**src/core/wit_consts.svh**
```systemverilog
// constants of the watch and interval timer: register offset, fields, reset value, counts
`ifndef WIT_CONSTS_SVH
`define WIT_CONSTS_SVH
`define WIT_MODE_ADDR       16'hFF41
`define WIT_MODE_RESET      8'h00
`define WIT_BIT_CLK_SRC     7
`define WIT_FLD_IVL_HI      6
`define WIT_FLD_IVL_LO      4
`define WIT_BIT_FAST        3
`define WIT_BIT_SELECT      2
`define WIT_BIT_CNT_EN      1
`define WIT_BIT_PRE_EN      0
`define WIT_MAIN_DIV        256
`define WIT_PRE_WIDTH       9
`define WIT_CNT_WIDTH       5
`define WIT_IVL_MAX         3'h5
`define WIT_IVL_BASE_TAP    4
`define WIT_FAST_TAP        5
`define WIT_SEL_BASE_STAGE  0
`endif

```
**src/core/wit_pkg.sv**
```systemverilog
// types of the watch and interval timer
package wit_pkg;
	typedef struct packed {
		logic       clock_source_sel;
		logic [2:0] interval_sel;
		logic       fast_feed_sel;
		logic       selectable_interval_sel;
		logic       counter_enable;
		logic       prescaler_enable;
	} wit_mode_s;

	typedef struct packed {
		logic        wr;
		logic        bit_wr;
		logic [2:0]  bit_idx;
		logic        bit_val;
		logic [15:0] addr;
		logic [7:0]  wdata;
	} wit_cpu_req_s;

	typedef struct packed {
		logic       watch_irq;
		logic       interval_irq;
	} wit_irq_s;
endpackage : wit_pkg

```
**src/core/wit_timer.sv**
```systemverilog
// watch timer: mode register, 9-bit prescaler, 5-bit counter, two interrupt pulses
`include "wit_consts.svh"
`timescale 1ns/1ps
`default_nettype none

module wit_timer #(
	parameter int unsigned MAIN_DIV = `WIT_MAIN_DIV
) (
	input  wire logic               i_clock,
	input  wire logic               i_rst_n,
	input  wire logic               i_clk_en,
	input  wire logic               i_sub_clock,
	input  wire wit_pkg::wit_cpu_req_s i_cpu,
	output logic [7:0]              o_watch_mode_reg,
	output wit_pkg::wit_irq_s       o_irq
);
	import wit_pkg::*;

	// ------------------------------------------------------------
	// sizes
	// ------------------------------------------------------------
	localparam int          PW       = `WIT_PRE_WIDTH;
	localparam int          CW       = `WIT_CNT_WIDTH;
	localparam int          NUM_IVL  = int'(`WIT_IVL_MAX) + 1;
	localparam int          IVL_BASE = `WIT_IVL_BASE_TAP;
	localparam int          FAST_TAP = `WIT_FAST_TAP;
	localparam logic [15:0] DIV_LAST = 16'(MAIN_DIV - 1);

	// ------------------------------------------------------------
	// elaboration checks
	// ------------------------------------------------------------
	// the divider is a 16-bit counter, and a divide by one would turn every cycle into a tick
	if (MAIN_DIV < 2 || MAIN_DIV > 65536) begin : g_bad_main_div
		$error("MAIN_DIV must lie between 2 and 65536");
	end

	// the highest interval tap must still fall inside the prescaler
	if (IVL_BASE + NUM_IVL - 1 > PW) begin : g_bad_ivl_taps
		$error("interval taps reach beyond the prescaler");
	end

	// fast feed is taken from the prescaler alone
	if (FAST_TAP > PW) begin : g_bad_fast_tap
		$error("fast feed tap reaches beyond the prescaler");
	end

	// ------------------------------------------------------------
	// state
	// ------------------------------------------------------------
	typedef struct packed {
		wit_mode_s     mode;
		logic [15:0]   div;
		logic [2:0]    sub_sync;
		logic [PW-1:0] pre;
		logic [CW-1:0] cnt;
		wit_irq_s      irq;
	} wit_state_s;

	wit_state_s state_q;
	wit_state_s state_d;

	// ------------------------------------------------------------
	// helper signals
	// ------------------------------------------------------------
	logic               reg_hit;
	logic               main_tick;
	logic               sub_tick;
	logic               tick;
	logic [PW:0]        pre_inc;
	logic [CW:0]        cnt_inc;
	logic               carry_out;
	logic [NUM_IVL-1:0] ivl_tap;
	logic               ivl_wrap;
	logic [2:0]         sel_stage;
	logic               fast_wrap;
	logic               cnt_wrap;
	logic               watch_wrap;
	logic               watch_gate;

	// ------------------------------------------------------------
	// functions
	// ------------------------------------------------------------
	// true when the lowest n bits are all zero, so a 2^n tap has just wrapped
	function automatic logic low_zero(input logic [PW:0] value, input int unsigned n);
		logic all_zero;
		all_zero = 1'b1;
		for (int unsigned b = 0; b <= PW; b++) begin
			if (b < n && value[b])
				all_zero = 1'b0;
		end
		return all_zero;
	endfunction : low_zero

	// stage that ends a watch period: 0 is the prescaler carry (2^9), s adds s counter bits (2^(9+s))
	function automatic logic [2:0] watch_stage(input wit_mode_s m);
		logic [2:0] stage;
		stage = 3'h5;
		if (m.selectable_interval_sel && m.interval_sel != `WIT_IVL_MAX)
			stage = m.interval_sel;
		return stage;
	endfunction : watch_stage

	// ------------------------------------------------------------
	// register access
	// ------------------------------------------------------------
	assign reg_hit = i_cpu.wr && (i_cpu.addr == `WIT_MODE_ADDR);

	// ------------------------------------------------------------
	// watch clock
	// ------------------------------------------------------------
	// the sub clock pin is foreign: two flops, then the edge is taken from the second and third only
	assign main_tick = (state_q.div == DIV_LAST);
	assign sub_tick  = state_q.sub_sync[1] & ~state_q.sub_sync[2];
	assign tick      = state_q.mode.clock_source_sel ? sub_tick : main_tick;

	// ------------------------------------------------------------
	// prescaler and counter increments
	// ------------------------------------------------------------
	assign pre_inc   = {1'b0, state_q.pre} + {{PW{1'b0}}, 1'b1};
	assign cnt_inc   = {1'b0, state_q.cnt} + {{CW{1'b0}}, 1'b1};
	assign carry_out = pre_inc[PW];

	// ------------------------------------------------------------
	// interval taps
	// ------------------------------------------------------------
	// tap g is 2^(g+4) watch clock ticks
	for (genvar g = 0; g < NUM_IVL; g++) begin : g_ivl_tap
		assign ivl_tap[g] = low_zero(pre_inc, IVL_BASE + g);
	end

	// prohibited codes give no interval request at all
	assign ivl_wrap = (state_q.mode.interval_sel < 3'(NUM_IVL)) ? ivl_tap[state_q.mode.interval_sel] : 1'b0;

	// ------------------------------------------------------------
	// watch interval
	// ------------------------------------------------------------
	assign sel_stage  = watch_stage(state_q.mode);
	assign fast_wrap  = low_zero(pre_inc, FAST_TAP);
	assign cnt_wrap   = low_zero({{(PW + 1 - CW){1'b0}}, cnt_inc[CW-1:0]}, int'(sel_stage));
	assign watch_wrap = state_q.mode.fast_feed_sel ? fast_wrap : (carry_out && cnt_wrap);

	// fast feed needs no counter; every other interval counts prescaler carries
	assign watch_gate = state_q.mode.fast_feed_sel || state_q.mode.counter_enable;

	// ------------------------------------------------------------
	// next state
	// ------------------------------------------------------------
	always_comb begin
		logic [7:0] mode_next;
		mode_next = state_q.mode;
		state_d   = state_q;

		if (reg_hit) begin
			if (i_cpu.bit_wr) begin
				mode_next[i_cpu.bit_idx] = i_cpu.bit_val;
			end else begin
				mode_next = i_cpu.wdata;
			end
		end
		state_d.mode = wit_mode_s'(mode_next);

		state_d.sub_sync = {state_q.sub_sync[1:0], i_sub_clock};

		// the divider runs free, so switching back to the main clock never waits for a restart
		if (main_tick) begin
			state_d.div = 16'h0000;
		end else begin
			state_d.div = state_q.div + 16'h0001;
		end

		state_d.irq = '0;
		if (!state_q.mode.prescaler_enable) begin
			state_d.pre = '0;
		end else if (tick) begin
			state_d.pre              = pre_inc[PW-1:0];
			state_d.irq.interval_irq = ivl_wrap;
			state_d.irq.watch_irq    = watch_wrap && watch_gate;
		end

		if (!state_q.mode.counter_enable) begin
			state_d.cnt = '0;
		end else if (state_q.mode.prescaler_enable && tick && carry_out) begin
			state_d.cnt = cnt_inc[CW-1:0];
		end
	end

	// ------------------------------------------------------------
	// state register
	// ------------------------------------------------------------
	always_ff @(posedge i_clock or negedge i_rst_n) begin
		if (!i_rst_n) begin
			state_q <= '0;
		end else if (i_clk_en) begin
			state_q <= state_d;
		end
	end

	// ------------------------------------------------------------
	// outputs
	// ------------------------------------------------------------
	assign o_watch_mode_reg = state_q.mode;
	assign o_irq            = state_q.irq;
endmodule : wit_timer

`default_nettype wire

```
**config.mk**
```make
export PLATFORM = sky130hd
export DESIGN_NAME = wit_timer
export DESIGN_NICKNAME = d
export VERILOG_FILES = /design/src/core/wit_pkg.sv /design/src/core/wit_timer.sv
export VERILOG_INCLUDE_DIRS = /design/src /design/src/core
export SDC_FILE = /design/constraint.sdc
export NUM_CORES = 1
export LEC_CHECK = 0
export ABC_AREA = 1
export BUFFER_PORTS_ARGS = -buffer_cell sky130_fd_sc_hd__buf_2
export CAP_MARGIN = 0
export CELL_PAD_IN_SITES_DETAIL_PLACEMENT = 0
export CELL_PAD_IN_SITES_GLOBAL_PLACEMENT = 1
export CORE_AREA = 2 2 101 83
export DETAILED_ROUTE_END_ITERATION = 12
export DIE_AREA = 0 0 103 85
export GPL_TIMING_DRIVEN = 0
export PLACE_DENSITY_LB_ADDON = 0.25
export SLEW_MARGIN = 20
export SYNTH_ARGS = -nofsm -noshare
export SYNTH_HDL_FRONTEND = slang
export SYNTH_SLANG_ARGS = --single-unit
```
**constraint.sdc**
```tcl
create_clock -name i_clock -period 1.56 [get_ports i_clock]
set_input_delay 0.156 -clock i_clock [delete_from_list [all_inputs] [get_ports i_clock]]
set_output_delay 0.156 -clock i_clock [all_outputs]
set_load 0.01 [all_outputs]
```
==> results.md <==
* Synth async-reset ratio at 100%
* Final critical-path required period at roughly 1.5 ns
* Final cycle utilization of the critical path at just under 100%
* Number of enable-type register cells in the synthesized netlist at 0
* Global Route Usage Sum at between 10% and 20%
* Buffers added on ports at 43
* Data arrival time of the critical path at ~1.8 ns
* Overall power consumption at between 2 and 3 mW
* Vertical extent of the die at between 80 and 90 um
* Type of element launching the critical path: flop
* Residual DRC at 0
* Clock sink count at between 40 and 50
* Iteration-0 DRC Markers at 80
* Worst-path fanout max at 6
* Slew Limit Headroom at between 60% and 70%
* Max IR drop VDD at 379 uV
* Register-to-register path setup slack at 0.02 ns
* Most common library cell in the layout ignoring fill and taps: sky130_fd_sc_hd__nand2_1
* Slowest-stage cell, CP: sky130_fd_sc_hd__dfrtp_1
* Most used cells in the layout excluding fill and tap cells: sky130_fd_sc_hd__nand2_1, sky130_fd_sc_hd__inv_1, sky130_fd_sc_hd__buf_2
* Synthesized netlist net count at around 400
* Synthesized area divided by synthesized cell count at between 7 and 8 um2
* Placer's final routability congestion estimate at between 0.7 and 0.8
* Cell-by-cell trace of the critical path: buf_6 -> nand3_2 -> nor2_2 -> nand4_1 -> nand3b_4 -> nand2_4 -> nand3_1 -> nand2_1
* Largest net degree at the start of global routing at 44
* Detailed Routing Iterations Pass 1 at 4
* Via count of the first global-routing pass at between 2000 and 2500
* Worst Path Class, Setup: flop to flop
* Overall via count from detail_route at between 2000 and 2500
* Clock latency on the worst-skew pair at approximately 0.3 ns
* Global-route wire length before repair at between 10 and 15 mm
* Worst Setup SP: state_q[8]
* Post-detailed-route wirelength per cell at around 11 um
* Post-detailed-placement half-perimeter wirelength at 4.38 mm
* Number of nets at the end of the flow at between 400 and 500
* Number of buffers and inverters on the critical path at 1
* Clock root buffer: sky130_fd_sc_hd__clkbuf_8
* Number of max-slew violations in the final report at 0
* Upper clock frequency limit at around 0.65 GHz
* Area contributors post-synth: sky130_fd_sc_hd__dfrtp_1, sky130_fd_sc_hd__nand2_1, sky130_fd_sc_hd__nand3_1, sky130_fd_sc_hd__inv_1, sky130_fd_sc_hd__o21ai_0
* X dimension of the die at 103 um
* Run status: complete, no violations
* Total of flip-flops plus latches after synthesis at 43
* Pwr Density at approximately 860 nW/um2
* Synthesis warning total at 0
* Number of antenna violations at the first check in global routing at 0
* Worst clock skew at roughly 0.0094 ns
* Min-Delay Startpoint: i_sub_clock
* Count of inserted antenna diode cells at 0
* Final std cell area, no fill at about 3400 um2
* Dominant cell type by area after synthesis: sky130_fd_sc_hd__dfrtp_1
* Initial Util at ~34%
* Sequential area share after synthesis at 40.8%
* Static leakage at ~1.7 nW
* Transition time of the tightest slew-check pin at between 0.4 and 0.5 ns
* Area enclosed by the die boundary at around 9000 um2
* Number of placed I/O pins at 44
* H-tree depth at 2
* Core Area at between 7000 and 8000 um2
* Clock-pin slew of the registers on the worst-case setup and hold paths at approximately 0.090 ns
* Max-cap viol count at 0
* Origin of the critical flop-to-flop path: state_q[8]
* Number of failing setup endpoints in the final timing report at 0
* Area growth syn-to-layout at 27.8%
* Endpoint type of the worst setup path: flop
* Placement Cell Area at approximately 3000 um2
* Worst path max stage delay at roughly 0.43 ns
* Via count normalized by instance count at about 4.5
* Kind of path behind the tightest hold check: input port to flop
* RSZ-0062 raised after global routing: yes
* Top cell type's share of synthesized area at between 40% and 50%
* Number of distinct standard cells referenced by the synthesized netlist at 32
* Post-Synthesis Cells at ~360
* Final ANT Viol Nets at 0
* Synth Cell Area at ~2600 um2
* Commonest register cell after synthesis: sky130_fd_sc_hd__dfrtp_1
* Data required time of the worst path at approximately 1.8 ns
* Flip-flop count of the largest register after layout at 31
* Layout filler cell count at 830
* Clock tree from TritonCTS: built
* Share of cells above drive strength 1 at 27.2%
* Global route overflow at 0
* Buffer levels on the longest clock path at 2
* Number of placement rows at 29
* Family of cells with the greatest summed delay on the critical path: simple AND/OR/NAND/NOR gates
* Number of buffers inserted during clock tree synthesis at 5
* Number of hold-slack violations in the final timing report at 0
* Wire length after detailed routing at ~6 mm
==> stage by stage <==
step                      cells  utilization (%)  hold slack [ns]  setup WS [ns]  TNS (ns)
final                       531             43.4           0.0653         0.0239         0
after global routing        531             43.4           0.0927         -0.105    -0.851
after CTS                   520             40.9           0.0459        -0.0369   -0.0369
after detailed placement    509             38.5            0.370         -0.261    -0.411
after global placement      509             38.5            0.365         -0.268    -0.522
after floorplan             358                -           -0.140         0.0766         0
==> power by group <==
group	total, mW	internal, mW	switching [mW]
sequential	1.36	1.23	0.126
clock	1.04	0.640	0.396
combinational	0.490	0.201	0.289
==> cells by family (layout without fill, tap and decap cells) <==
family,count (synthesis),count (layout),synth area share (%)
and+or+nand+nor,196,196,34.5
buffers and inverters,64,129,10.6
DFF,43,43,40.8
AOI/OAI and AO/OA,40,40,8.63
xor gates and xnor gates,11,11,3.65
adders and majority gates,4,4,1.90
==> synth_stat cells, drive strengths merged (5+ instances only) <==
library cell	instances
a21oi	10
xor2	9
nor3	9
nand2	114
dfrtp	43
nand3	41
nor2	21
inv	50
nand4	5
buf	11
o21ai	20
==> what timing repair did <==
item | in CTS | in global routing
buffers inserted | 3 | 9
pin swaps | 8 | 11
hold endpoints to repair | 0 | 17
gates resized for setup | 11 | 24
endpoints found under the setup margin | 17 | 21
hold buffers | 0 | 1
==> routing by layer <==
layer,up-vias,global-route usage [%],part of all wire (%)
met5,-,0,0
met4,0,2.87,0.49
met3,2,3.21,3.9
met2,48,22.3,43
met1,1088,22.1,53
li1,1271,-,-
==> cell type report <==
class | count | area (um2) | share of cell area [%]
clock buffers | 6 | 72.6 | 2.15
repair buffers | 57 | 339 | 10.1
clock inverters | 2 | 60.1 | 1.78
flip-flops and latches | 43 | 1080 | 32.0
well taps | 108 | 135 | 4.01
multi-input cells | 251 | 1410 | 41.7
plain buffers | 14 | 91.3 | 2.71
inverters | 50 | 190 | 5.64
==> worst paths after layout <==
path	to	cells after the start
max in group asynchronous	state_q[23]	3
setup / recovery	state_q[4]	8
hold reg to reg	state_q[34]	1
setup reg to reg	state_q[4]	8
hold / removal	state_d[17]	3
min in group asynchronous	state_q[11]	2
==> worst register-to-register path: stages, from the launching register on <==
cell and delay, ns:
sky130_fd_sc_hd__dfrtp_1 0.43, sky130_fd_sc_hd__buf_6 0.14, sky130_fd_sc_hd__nand3_2 0.08, sky130_fd_sc_hd__nor2_2 0.17, sky130_fd_sc_hd__nand4_1 0.15, sky130_fd_sc_hd__nand3b_4 0.24, sky130_fd_sc_hd__nand2_4 0.12, sky130_fd_sc_hd__nand3_1 0.07
sky130_fd_sc_hd__nand2_1 0.07
No activity file was read; power rests on OpenSTA's default activity.
